$ cat config.mk
export PLATFORM = sky130hd
export DESIGN_NAME = cci_compare_irq
export DESIGN_NICKNAME = d
export VERILOG_FILES = /design/src/hdl/cci_pkg.sv /design/src/hdl/cci_compare_irq.sv /design/src/hdl/cci_match_detect.sv
export SDC_FILE = /design/constraint.sdc
export NUM_CORES = 1
export LEC_CHECK = 0
export ABC_CLOCK_PERIOD_IN_PS = 2100
export CAP_MARGIN = 20
export CORE_MARGIN = 2
export CORE_UTILIZATION = 56
export CTS_CLUSTER_SIZE = 28
export DETAILED_ROUTE_END_ITERATION = 16
export DONT_BUFFER_PORTS = 1
export GPL_TIMING_DRIVEN = 0
export PLACE_DENSITY = 0.73
export SLEW_MARGIN = 20
export SYNTH_ARGS = -nofsm -noshare
export SYNTH_HDL_FRONTEND = slang
export SYNTH_HIERARCHICAL = 1
export SYNTH_SLANG_ARGS = --single-unit
$ cat constraint.sdc
create_clock -name ref_clk_i -period 2.1 [get_ports ref_clk_i]
set_clock_uncertainty 0.15 [all_clocks]
set_input_delay 0.105 -clock ref_clk_i [delete_from_list [all_inputs] [get_ports ref_clk_i]]
set_output_delay 0.105 -clock ref_clk_i [all_outputs]
set_load 0.01 [all_outputs]
$ cat src/hdl/cci_pkg.sv
package cci_pkg;
    // control register layout
    localparam int CCI_CTRL_W = 16;
    localparam int CCI_TIMER_W = 16;
    localparam int CCI_SIDL_BIT = 13;
    localparam int CCI_TSEL_BIT = 3;
    localparam int CCI_MODE_LSB = 0;
    localparam int CCI_MODE_W = 3;
    localparam int CCI_NUM_CMP = 2;
    localparam int CCI_CMP_PRIMARY = 0;
    localparam int CCI_CMP_SECONDARY = 1;

    // mode codes
    localparam logic [CCI_MODE_W-1:0] CCI_MODE_OFF = 3'h0;
    localparam logic [CCI_MODE_W-1:0] CCI_MODE_FORCE_LOW = 3'h1;
    localparam logic [CCI_MODE_W-1:0] CCI_MODE_FORCE_HIGH = 3'h2;
    localparam logic [CCI_MODE_W-1:0] CCI_MODE_TOGGLE = 3'h3;
    localparam logic [CCI_MODE_W-1:0] CCI_MODE_SINGLE_PULSE = 3'h4;
    localparam logic [CCI_MODE_W-1:0] CCI_MODE_CONT_PULSE = 3'h5;
    localparam logic [CCI_MODE_W-1:0] CCI_MODE_PWM = 3'h6;
    localparam logic [CCI_MODE_W-1:0] CCI_MODE_PWM_FAULT = 3'h7;

    // pwm covers both pwm codes
    function automatic logic cci_is_pwm(input logic [CCI_MODE_W-1:0] mode);
        return (mode == CCI_MODE_PWM) || (mode == CCI_MODE_PWM_FAULT);
    endfunction

    // dual compare modes report on the secondary match
    function automatic logic cci_is_dual(input logic [CCI_MODE_W-1:0] mode);
        return (mode == CCI_MODE_SINGLE_PULSE) || (mode == CCI_MODE_CONT_PULSE);
    endfunction

    // compare match modes are codes 1 to 5
    function automatic logic cci_is_compare(input logic [CCI_MODE_W-1:0] mode);
        return (mode != CCI_MODE_OFF) && !cci_is_pwm(mode);
    endfunction
endpackage

$ cat src/hdl/cci_compare_irq.sv
// Behaviour
// - With the processor idle the channel can still work fully when idle conditions hold.
// - In idle the channel runs only with its stop-in-idle bit 13 clear, chosen timer enabled, timer stop-in-idle clear.
// - A compare match can raise an interrupt request in any configured match mode.
// - Outside pulse-width mode a compare event sets the channel compare flag.
// - The compare request is issued only with the compare enable set, the flag sets regardless.
// - In pulse-width mode the period event sets the flag of the selected timer, a or b.
// - In pulse-width mode the timer request needs that timer's enable; software clears the timer flag.
// - In pulse-width mode the channel compare flag is never set.
// - Mode codes 110 and 111 are pulse-width mode, 001 to 101 are compare match modes.
// - Timer select bit 3 clear picks timer a, set picks timer b.
module cci_compare_irq #(
    parameter int TIMER_W = cci_pkg::CCI_TIMER_W
) (
    // clock and reset
    input wire logic ref_clk_i,
    input wire logic rst_i,
    // processor state and channel control
    input wire logic cpu_idle_i,
    input wire logic [cci_pkg::CCI_CTRL_W-1:0] compare_control_reg_i,
    // timer bases
    input wire logic timer_a_enable_i,
    input wire logic timer_b_enable_i,
    input wire logic timer_a_stop_in_idle_i,
    input wire logic timer_b_stop_in_idle_i,
    input wire logic [TIMER_W-1:0] timer_a_count_i,
    input wire logic [TIMER_W-1:0] timer_b_count_i,
    input wire logic timer_a_period_hit_i,
    input wire logic timer_b_period_hit_i,
    // compare values
    input wire logic [TIMER_W-1:0] compare_primary_i,
    input wire logic [TIMER_W-1:0] compare_secondary_i,
    // interrupt enables
    input wire logic compare_irq_enable_i,
    input wire logic timer_a_irq_enable_i,
    input wire logic timer_b_irq_enable_i,
    // software flag clears
    input wire logic compare_irq_flag_clear_i,
    input wire logic timer_a_irq_flag_clear_i,
    input wire logic timer_b_irq_flag_clear_i,
    // flags, requests and status
    output logic compare_irq_flag_o,
    output logic timer_a_irq_flag_o,
    output logic timer_b_irq_flag_o,
    output logic compare_irq_req_o,
    output logic timer_a_irq_req_o,
    output logic timer_b_irq_req_o,
    output logic channel_run_o,
    output logic compare_event_o
);
    import cci_pkg::*;

    typedef struct packed {
        logic cmp_flag;
        logic ta_flag;
        logic tb_flag;
        logic cmp_req;
        logic ta_req;
        logic tb_req;
        logic run;
        logic event_seen;
    } cci_state_t;

    cci_state_t state;
    cci_state_t next_state;

    logic [CCI_MODE_W-1:0] mode;
    logic stop_in_idle;
    logic timer_select;
    logic sel_enable;
    logic sel_sidl;
    logic run;
    logic [TIMER_W-1:0] sel_count;
    logic [CCI_NUM_CMP-1:0] hit;
    logic [TIMER_W-1:0] cmp_value [CCI_NUM_CMP];
    logic cmp_event;
    logic pwm_a_event;
    logic pwm_b_event;

    // control field decode
    assign mode = compare_control_reg_i[CCI_MODE_LSB +: CCI_MODE_W];
    assign stop_in_idle = compare_control_reg_i[CCI_SIDL_BIT];
    assign timer_select = compare_control_reg_i[CCI_TSEL_BIT];

    // time base choice
    assign sel_count = timer_select ? timer_b_count_i : timer_a_count_i;
    assign sel_enable = timer_select ? timer_b_enable_i : timer_a_enable_i;
    assign sel_sidl = timer_select ? timer_b_stop_in_idle_i : timer_a_stop_in_idle_i;

    // outside idle always running; in idle all three conditions must hold
    assign run = !cpu_idle_i || (!stop_in_idle && sel_enable && !sel_sidl);

    // one detector per compare register
    assign cmp_value[CCI_CMP_PRIMARY] = compare_primary_i;
    assign cmp_value[CCI_CMP_SECONDARY] = compare_secondary_i;
    for (genvar g = 0; g < CCI_NUM_CMP; g++) begin : g_det
        cci_match_detect #(
            .WIDTH(TIMER_W)
        ) u_det (
            .ref_clk_i(ref_clk_i),
            .rst_i(rst_i),
            .run_i(run),
            .count_i(sel_count),
            .value_i(cmp_value[g]),
            .hit_o(hit[g])
        );
    end

    // dual modes end their pulse on the secondary match, simple modes on the primary
    always_comb begin
        cmp_event = 1'b0;
        if (cci_is_compare(mode)) begin
            cmp_event = cci_is_dual(mode) ? hit[CCI_CMP_SECONDARY] : hit[CCI_CMP_PRIMARY];
        end
    end

    // period events only in pwm, routed to the selected timer's flag
    assign pwm_a_event = run && cci_is_pwm(mode) && !timer_select && timer_a_period_hit_i;
    assign pwm_b_event = run && cci_is_pwm(mode) && timer_select && timer_b_period_hit_i;

    // flags: set wins over a clear in the same clock; nothing but software or reset clears
    always_comb begin
        next_state = state;
        next_state.run = run;
        next_state.event_seen = cmp_event;
        next_state.cmp_flag = (state.cmp_flag && !compare_irq_flag_clear_i) || cmp_event;
        next_state.ta_flag = (state.ta_flag && !timer_a_irq_flag_clear_i) || pwm_a_event;
        next_state.tb_flag = (state.tb_flag && !timer_b_irq_flag_clear_i) || pwm_b_event;
        next_state.cmp_req = next_state.cmp_flag && compare_irq_enable_i;
        next_state.ta_req = next_state.ta_flag && timer_a_irq_enable_i;
        next_state.tb_req = next_state.tb_flag && timer_b_irq_enable_i;
    end

    always_ff @(posedge ref_clk_i) begin
        if (rst_i) begin
            state <= '0;
        end else begin
            state <= next_state;
        end
    end

    // registered outputs
    assign compare_irq_flag_o = state.cmp_flag;
    assign timer_a_irq_flag_o = state.ta_flag;
    assign timer_b_irq_flag_o = state.tb_flag;
    assign compare_irq_req_o = state.cmp_req;
    assign timer_a_irq_req_o = state.ta_req;
    assign timer_b_irq_req_o = state.tb_req;
    assign channel_run_o = state.run;
    assign compare_event_o = state.event_seen;

    // checks
    property p_active_awake;
        @(posedge ref_clk_i) disable iff (rst_i)
        !cpu_idle_i |=> channel_run_o;
    endproperty
    a_active_awake: assert property (p_active_awake) else $error("channel halted while not idle");

    property p_idle_stop;
        @(posedge ref_clk_i) disable iff (rst_i)
        (cpu_idle_i && (stop_in_idle || !sel_enable || sel_sidl)) |=> !channel_run_o;
    endproperty
    a_idle_stop: assert property (p_idle_stop) else $error("channel ran in idle against its conditions");

    property p_cmp_sets_flag;
        @(posedge ref_clk_i) disable iff (rst_i)
        (run && cci_is_compare(mode) && !cci_is_dual(mode) && hit[CCI_CMP_PRIMARY])
            |=> compare_irq_flag_o && compare_event_o;
    endproperty
    a_cmp_sets_flag: assert property (p_cmp_sets_flag) else $error("compare match did not set flag");

    // dual modes report on the secondary register only
    property p_dual_sets_flag;
        @(posedge ref_clk_i) disable iff (rst_i)
        (cci_is_dual(mode) && hit[CCI_CMP_SECONDARY]) |=> compare_irq_flag_o && compare_event_o;
    endproperty
    a_dual_sets_flag: assert property (p_dual_sets_flag) else $error("secondary match did not set flag");

    property p_flag_sticky;
        @(posedge ref_clk_i) disable iff (rst_i)
        (compare_irq_flag_o && !compare_irq_flag_clear_i) |=> compare_irq_flag_o;
    endproperty
    a_flag_sticky: assert property (p_flag_sticky) else $error("compare flag dropped without clear");

    property p_req_gated;
        @(posedge ref_clk_i) disable iff (rst_i)
        compare_irq_req_o |-> compare_irq_flag_o && $past(compare_irq_enable_i);
    endproperty
    a_req_gated: assert property (p_req_gated) else $error("compare request without flag or enable");

    property p_pwm_timer_a;
        @(posedge ref_clk_i) disable iff (rst_i)
        (run && cci_is_pwm(mode) && !timer_select && timer_a_period_hit_i)
            |=> timer_a_irq_flag_o && (timer_a_irq_req_o == $past(timer_a_irq_enable_i));
    endproperty
    a_pwm_timer_a: assert property (p_pwm_timer_a) else $error("period event missed timer a flag");

    property p_pwm_timer_b;
        @(posedge ref_clk_i) disable iff (rst_i)
        (run && cci_is_pwm(mode) && timer_select && timer_b_period_hit_i && !timer_b_irq_flag_o)
            |=> timer_b_irq_flag_o ##1 (timer_b_irq_flag_o || $past(timer_b_irq_flag_clear_i));
    endproperty
    a_pwm_timer_b: assert property (p_pwm_timer_b) else $error("period event missed timer b flag");

    property p_timer_req;
        @(posedge ref_clk_i) disable iff (rst_i)
        $rose(timer_b_irq_req_o) |-> timer_b_irq_flag_o && $past(timer_b_irq_enable_i);
    endproperty
    a_timer_req: assert property (p_timer_req) else $error("timer request without flag or enable");

    // timer a request needs its own flag and enable as well
    property p_timer_a_req;
        @(posedge ref_clk_i) disable iff (rst_i)
        $rose(timer_a_irq_req_o) |-> timer_a_irq_flag_o && $past(timer_a_irq_enable_i);
    endproperty
    a_timer_a_req: assert property (p_timer_a_req) else $error("timer a request without flag or enable");

    property p_pwm_no_cmp_flag;
        @(posedge ref_clk_i) disable iff (rst_i)
        $rose(compare_irq_flag_o) |-> !cci_is_pwm($past(mode)) && $past(mode) != CCI_MODE_OFF;
    endproperty
    a_pwm_no_cmp_flag: assert property (p_pwm_no_cmp_flag) else $error("compare flag set in pwm or off");

    property p_freeze;
        @(posedge ref_clk_i) disable iff (rst_i)
        !run |=> !$rose(compare_irq_flag_o) && !$rose(timer_a_irq_flag_o) && !$rose(timer_b_irq_flag_o);
    endproperty
    a_freeze: assert property (p_freeze) else $error("flag rose while channel frozen");
endmodule

$ cat src/hdl/cci_match_detect.sv
module cci_match_detect #(
    parameter int WIDTH = cci_pkg::CCI_TIMER_W
) (
    // clock and reset
    input wire logic ref_clk_i,
    input wire logic rst_i,
    // gating and operands
    input wire logic run_i,
    input wire logic [WIDTH-1:0] count_i,
    input wire logic [WIDTH-1:0] value_i,
    // match pulse
    output logic hit_o
);
    import cci_pkg::*;

    typedef struct packed {
        logic prev_eq;
    } cci_md_state_t;

    cci_md_state_t state;
    cci_md_state_t next_state;
    logic eq;

    // a prescaled timer holds a count for many clocks, so only the first equal clock counts
    assign eq = (count_i == value_i);
    assign hit_o = run_i && eq && !state.prev_eq;

    // history frozen while the channel is halted
    always_comb begin
        next_state = state;
        if (run_i) begin
            next_state.prev_eq = eq;
        end
    end

    always_ff @(posedge ref_clk_i) begin
        if (rst_i) begin
            state <= '0;
        end else begin
            state <= next_state;
        end
    end
endmodule

After elaboration in Yosys (flattened, before gate mapping)
Cells that the tools add are included.
W data, S select, Z words.
{ "word_totals": {"regBits": 10} }
{ "op_classes": {"eq_ne": 6, "n_mux": 5, "reduce_logical": 35} }
{ "op_table": {"columns": ["op", "n"], "rows": [
  ["$eq A16 B16 Y1", 2],
  ["$logic_and A1 B1 Y1", 18],
  ["$mux W16", 1],
  ["$eq A3 B3 Y1 const B", 4],
  ["$logic_not A1 Y1", 10],
  ["$logic_or A1 B1 Y1", 6],
  ["$mux W1", 4],
  ["$reduce_bool A3 Y1", 1]
]} }

Depth between registers and ports, before layout
Gate-level depths: netlist of the first run.
{ "depth": {"depth_word": 10, "ltp_mapped": 9, "depth_no_buf": 8} }

Cells and area by module
Netlist of the first run, hierarchy kept.
{ "modules_own_cells": {"columns": ["mod", "instances", "cells_per_inst", "area_per_inst_um2"], "rows": [
  ["cci_compare_irq", 1, 52, 533.0],
  ["cci_match_detect", 2, 28, 230.2]
]} }

Worst setup path before layout of the first run
OpenSTA, ideal clock, no wires.
{ "synth_timing": {"path_type": "in2reg", "from": "input port compare_control_reg_i[3] (netlist bit)", "to": "register state (netlist bit compare_irq_flag_o)", "setup_ns": 0.070, "t_arrival_ns": 1.810, "t_required_ns": 1.880, "setup_slack_ns": 0.070, "path_stages": 9, "path_buffers": 1, "path_cell_list": "buf_2 mux2_2 xor2_1 nor4_1 nand4_1 nor3_2 o21ai_0 o22a_1 a21oi_1"} }
{ "synth_between": {"word_cells_on_any_way": 16} }
{ "synth_lines": {"columns": ["item", "line_no", "text"], "rows": [
  ["from (decl)", "cci_compare_irq.sv:20", "input wire logic [cci_pkg::CCI_CTRL_W-1:0] compare_control_reg_i,"],
  ["$mux W16", "cci_compare_irq.sv:86", "assign sel_count = timer_select ? timer_b_count_i : timer_a_count_i;"],
  ["net sel_count[14]", "cci_compare_irq.sv:73", "logic [TIMER_W-1:0] sel_count;"],
  ["$eq A16 B16 Y1", "cci_match_detect.sv:25", "assign eq = (count_i == value_i);"],
  ["$logic_and A1 B1 Y1 (2 in a row)", "cci_match_detect.sv:26", "assign hit_o = run_i && eq && !state.prev_eq;"],
  ["net hit[0]", "cci_compare_irq.sv:74", "logic [CCI_NUM_CMP-1:0] hit;"],
  ["$mux W1", "cci_compare_irq.sv:113", "cmp_event = cci_is_dual(mode) ? hit[CCI_CMP_SECONDARY] : hit[CCI_CMP_PRIMARY];"],
  ["$mux W1", "cci_compare_irq.sv:112", "if (cci_is_compare(mode)) begin"],
  ["$logic_or A1 B1 Y1", "cci_compare_irq.sv:126", "next_state.cmp_flag = (state.cmp_flag && !compare_irq_flag_clear_i) || cmp_event;"],
  ["to (signal assigned)", "cci_compare_irq.sv:138", "state <= next_state;"],
  ["to (decl)", "cci_compare_irq.sv:64", "cci_state_t state;"]
]} }
The timed path passes the listed nets, and every way through them passes these cells.
A chain may end at the register's enable or synchronous reset.

Final worst setup path of the first run
Same ends and word-level chain as after synthesis.

==> flow_summary.toml, run 1 <==
[grt]
antenna_found_initial = 0
grt_start_max_net_pins = 11
track_usage_pct = 22.4
grt_pass1_wl_mm = 3.39
overflow = 0
grt_pass1_vias = 845

[logic_synthesis]
synth_top_cell_by_area = "xor2_1"
synthFlopType = "dfxtp_1"
synth_area_per_cell_sq_um = 9.20
yosys.area.top_type_share_pct = 26.4
ys_seq_area_share_pct = 20.2
yosys_warnings = 6
syn_inst = 108
synth_area_sq_um = 993
synth-async-reset-ratio_pct = 0
ys_top_cells_by_area = "xor2_1 26%, dfxtp_1 20%, mux2_2 18%, nor4_1 3.8%, nand4b_1 2.6%"
synth_edf_count = 0
synth_nets = 203
synth-seq-cells = 10
synth.distinct_cells = 27

[route]
num_vias = 911
dr.pass1.iters = 4
wl_mm = 2.38
post_drt_via_cell_ratio = 6.24
wire_per_inst_microns = 16.3
drtAntennaViolNets = 0
drc = 0
drt_iter0_markers = 11

[sta]
hold_viol = 0
worst-slew-pin-transition_ns = 0.325
fin_setup_tns_ns = 0
post-route-period-util_pct = 93.2
setup_viol = 0
finalCriticalPeriod_ns = 1.96
slew_viol_final = 0
max_slew_margin_pct = 78.1
fmax_ghz = 0.511
timing.hold.ws_ns = 0.0129
rsz0062_at_grt = "no"

[clock_network]
htree_num_levels = 1
cts_tree = "yes"
cts_root_buf = "clkbuf_4"
clock-sinks = 10
clk_latency_ns = 0.26
ctsLongestPathBuffers = 2
clk_pin_slew_ns = 0.07
cts_buffers = 3

[worst_setup_path]
cp-end-kind = "flop"
start_kind = "input pin"
criticalPathCategory = "input pin to flop"
arrival_ns = 2.00
worstPathRequired_ns = 2.14
path_max_fanout = 10

[finish]
diodes = 0
final_common_cell = "xor2_1"
area_delta_synth_final_pct = 26.7
final_cell_mix = "30 x xor2_1, 16 x mux2_2, 16 x dlygate4sd3_1, 10 x dfxtp_1, 6 x nor4_2"
fillers = 117
nets = 225
drive_above_1_share_pct = 25.6

[power]
power_frac_seq_pct = 35.8
p_comb_share_pct = 32.3
p_leak_nw = 0.468
powerDensity_mw_per_mm2 = 430
internal_power_mw = 0.388
power_frac_clock_pct = 31.9
irDropWorstVdd_mv = 0.257
power.net_switching_mw = 0.153
switching_share_pct = 28.3

[place]
port_buffers = 0
finalWeightedCongestion = 0.774
post-dp-hpwl_mm = 1.88

[die]
design.die.area_sq_mm = 0.00213
core_area_sq_mm = 0.00169
boundaryPins = 103
dieHeight_microns = 46.1
dieWidth_microns = 46.1
row_count = 15
start_util_pct = 58.8

[run_status]
status = "finished clean"

[hold_path]
hold_path_class = "input pin to flop"

[job]
maxCapViolations = 0
stage by stage:
| stage | cell area [sq um] | utilization, % | setup slack [ns] | power, mW | std cells |
|---|---|---|---|---|---|
| global placement | 1010 | 60.1 | -0.241 | 0.329 | 125 |
| floorplan | 993 | - | 0.0702 | 0.317 | 108 |
| finish | 1260 | 74.5 | 0.143 | 0.542 | 146 |
| detailed placement | 1010 | 60.1 | -0.291 | 0.334 | 125 |
| global route | 1260 | 74.5 | 0.0238 | 0.574 | 146 |
| CTS | 1220 | 72.1 | 0.00733 | 0.535 | 145 |
power groups by stage:
| stage | sequential, mW | combinational, mW | clock (mW) |
|---|---|---|---|
| after floorplan | 0.198 | 0.119 | 0 |
| after global placement | 0.198 | 0.131 | 0 |
| after detailed placement | 0.198 | 0.135 | 0 |
| after CTS | 0.194 | 0.160 | 0.181 |
| after global routing | 0.194 | 0.188 | 0.191 |
| final | 0.194 | 0.175 | 0.173 |
cell type report:
cell class	instances	area [sq um]	share of cell area, %
Multi-Input combinational cell	92	800	63.5
Sequential cell	10	200	15.9
Timing Repair Buffer	17	168	13.3
Buffer	2	18.8	1.49
Clock buffer	4	36.3	2.88
Tap cell	17	21.3	1.69
Inverter	4	15.0	1.19
routing by layer:
metal | up-vias | track usage [%] | wire, microns | part of all wire, %
met5 | - | 0 | 0 | 0
met1 | 412 | 25.1 | 902 | 38
li1 | 434 | - | - | -
met2 | 61 | 40.8 | 1260 | 53
met3 | 4 | 4.31 | 199 | 8.4
met4 | 0 | 8.57 | 14 | 0.59
state kept, by name (all words and copies together), names as in the netlist:
name and cells:
g_det.u_det/state 2, channel_run_o 1, compare_event_o 1, compare_irq_flag_o 1, compare_irq_req_o 1, timer_a_irq_flag_o 1
timer_a_irq_req_o 1, timer_b_irq_flag_o 1, timer_b_irq_req_o 1
logic make-up (layout without fill, tap and decap cells):
group / count (synthesis) / in the layout / share of synthesized area (%)
AO/OA/AOI/OAI: 10 / 10 / 8.06
buffers and inverters: 6 / 27 / 3.15
multiplexers: 16 / 16 / 18.1
XOR/XNOR: 32 / 32 / 28.2
flip-flops: 10 / 10 / 20.2
AND/OR/NAND/NOR: 34 / 34 / 22.3
path summary, 6_finish.rpt:
| check | start | to | slack, ns | depth (start not counted) |
|---|---|---|---|---|
| worst max-delay path | compare_control_reg_i[3] | compare_irq_flag_o | 0.14 | 9 |
| worst max register to register | timer_b_irq_flag_o | timer_b_irq_req_o | 0.49 | 4 |
| worst min register to register | g_det[1].u_det/state | g_det[1].u_det/state | 0.35 | 2 |
| worst min-delay path | timer_b_irq_flag_clear_i | timer_b_irq_flag_o | 0.01 | 3 |
cell usage after synthesis, types with 2 or more instances:
library cell,number
inv_1,4
nand4_1,3
nor3_1,3
o32ai_1,2
a21boi_1,2
dfxtp_1,10
mux2_2,16
nand2b_1,2
xnor2_1,2
nor3_2,2
nand4b_1,3
nor4_1,6
nand3_1,2
nor2_1,3
nand2_1,5
nor3b_1,2
a21oi_1,2
xor2_1,30
worst max-delay path, stage by stage:
cell and delay (ns):
clkbuf_4 0.20, mux2_2 0.39, xor2_1 0.16, nor4_2 0.34, nand4_1 0.16, nor3_2 0.19
o21ai_0 0.10, o22a_1 0.22, a21oi_1 0.13
repair_timing:
action	CTS	global route
resized for setup	1	6
hold buffers	16	0
setup endpoints to repair	2	3
pin swaps	0	1
hold endpoints to repair	10	0
setup buffers	0	1
No activity file was read; power rests on OpenSTA's default activity.
==> inputs of run 2 (changes only) <==
--- a/config.mk
+++ b/config.mk
@@ -14,6 +14,7 @@
 export DONT_BUFFER_PORTS = 1
 export GPL_TIMING_DRIVEN = 0
 export PLACE_DENSITY = 0.73
+export RECOVER_POWER = 100
 export SLEW_MARGIN = 20
 export SYNTH_ARGS = -nofsm -noshare
 export SYNTH_HDL_FRONTEND = slang
==> flow_summary.toml, run 2 (synthesized netlist as in run 1, its figures left out) <==
[place]
post-dp-hpwl_mm = 1.88
pre_cts_slack_ns = -0.291
place_area_sq_mm = 0.00101
port_buffers = 0
dp.cells = 125
finalWeightedCongestion = 0.774

[sta]
setup_viol = 0
finalCriticalPeriod_ns = 1.95
setup_ws_ns = 0.153
worst-slew-pin-transition_ns = 0.327
post-route-period-util_pct = 92.7
max_slew_margin_pct = 78.0
rsz0062_at_grt = "no"
fmax_ghz = 0.514
slew_viol_final = 0
hold_viol = 0

[finish]
final_common_cell = "xor2_1"
nets = 225
largest_register_ffs = 2
final_cells = 146
area_delta_synth_final_pct = 26.7
final_cell_mix = "30 x xor2_1, 16 x mux2_2, 16 x dlygate4sd3_1, 10 x dfxtp_1, 6 x nor4_2"
diodes = 0
drive_above_1_share_pct = 25.6
final_cell_area_sq_mm = 0.00126
top_register = "g_det.u_det/state"

[route]
num_vias = 912
post_drt_via_cell_ratio = 6.25
drt_iter0_markers = 11
wire_per_inst_microns = 16.4
wl_mm = 2.39
dr.pass1.iters = 4
drc = 0
drtAntennaViolNets = 0

[grt]
overflow = 0
grt_pass1_vias = 845
track_usage_pct = 22.4
antenna_found_initial = 0
grt_start_max_net_pins = 11
grt_pass1_wl_mm = 3.39

[worst_setup_path]
r2r_cells = 4
worstPathRequired_ns = 2.14
r2r_end = "timer_b_irq_req_o"
cp-end-kind = "flop"
reg2reg_setup_slack_ns = 0.46
arrival_ns = 1.99
criticalPathCategory = "input pin to flop"
path_max_fanout = 10
r2r_start = "timer_b_irq_flag_o"
start_kind = "input pin"

[clock_network]
clk_pin_slew_ns = 0.07
clock-sinks = 10
cts_tree = "yes"
ctsLongestPathBuffers = 2
cts_root_buf = "clkbuf_4"
cts_buffers = 3
clk_latency_ns = 0.26
htree_num_levels = 1

[job]
maxCapViolations = 0

[die]
design.die.area_sq_mm = 0.00213
dieWidth_microns = 46.1
start_util_pct = 58.8
row_count = 15
boundaryPins = 103
core_area_sq_mm = 0.00169
dieHeight_microns = 46.1

[power]
internal_power_mw = 0.388
irDropWorstVdd_mv = 0.257
power_frac_seq_pct = 35.8
switching_share_pct = 28.3
p_leak_nw = 0.467
power_frac_clock_pct = 31.9
total_power_mw = 0.542
powerDensity_mw_per_mm2 = 430
power.net_switching_mw = 0.153
p_comb_share_pct = 32.3

[hold_path]
holdPathEnd = "timer_b_irq_flag_o"
worstHoldStart = "timer_b_irq_flag_clear_i"
hold_path_class = "input pin to flop"
holdPathStages = 3

[run_status]
status = "finished clean"
==> run 2: critical path: stages <==
cell and delay, ns:
clkbuf_4 0.20, mux2_2 0.38, xor2_1 0.16, nor4_2 0.37
nand4_1 0.17, nor3_2 0.18, nand2_1 0.07, o22a_1 0.22
a21oi_1 0.13
==> run 2: area by class of cell <==
type	instances	area, sq um
Tap cell	17	21.3
Buffer	2	18.8
Sequential cell	10	200
Fill cell	117	430
Inverter	4	15.0
Clock buffer	4	36.3
Multi-Input combinational cell	92	800
Timing Repair Buffer	17	168
==> run 2: timing repair <==
action,4_1_cts,5_1_grt
endpoints found under the hold margin,10,0
setup buffers,0,1
pin swaps,0,1
gates resized for setup,1,6
hold buffers,16,0
endpoints found under the setup margin,2,3
==> run 2: power groups by stage <==
stage / Clock (mW) / Combinational, mW / Sequential [mW]
2_1_floorplan: 0 / 0.119 / 0.198
3_3_place_gp: 0 / 0.131 / 0.198
3_5_place_dp: 0 / 0.135 / 0.198
4_1_cts: 0.181 / 0.160 / 0.194
5_1_grt: 0.191 / 0.188 / 0.194
6_report: 0.173 / 0.175 / 0.194
==> run 2: worst max path at each step <==
stage	from	endpoint	slack, ns	depth (start not counted)
finish	compare_control_reg_i[3]	compare_irq_flag_o	0.15	9
global route	compare_control_reg_i[3]	compare_irq_flag_o	0.02	9
CTS	compare_control_reg_i[3]	compare_irq_flag_o	0.007	9
detailed placement	compare_control_reg_i[3]	compare_irq_flag_o	-0.29	9
global placement	compare_control_reg_i[3]	compare_irq_flag_o	-0.24	9
floorplan	compare_control_reg_i[3]	compare_irq_flag_o	0.07	9
==> run 2: stage by stage <==
stage          setup TNS (ns)  hold WS [ns]  utilization, %
2_1_floorplan               0        0.0241               -
3_3_place_gp           -0.678        0.0266            60.1
3_5_place_dp           -0.839        0.0288            60.1
4_1_cts                     0       0.00896            72.1
5_1_grt                     0        0.0183            74.5
6_report                    0       0.00527            74.5
==> run 2: layer usage <==
layer,vias up,GRT usage [%],share of wire [%]
met3,4,4.31,8.8
met1,408,25.1,38
met4,0,8.57,0.63
li1,434,-,-
met5,-,0,0
met2,66,40.8,53
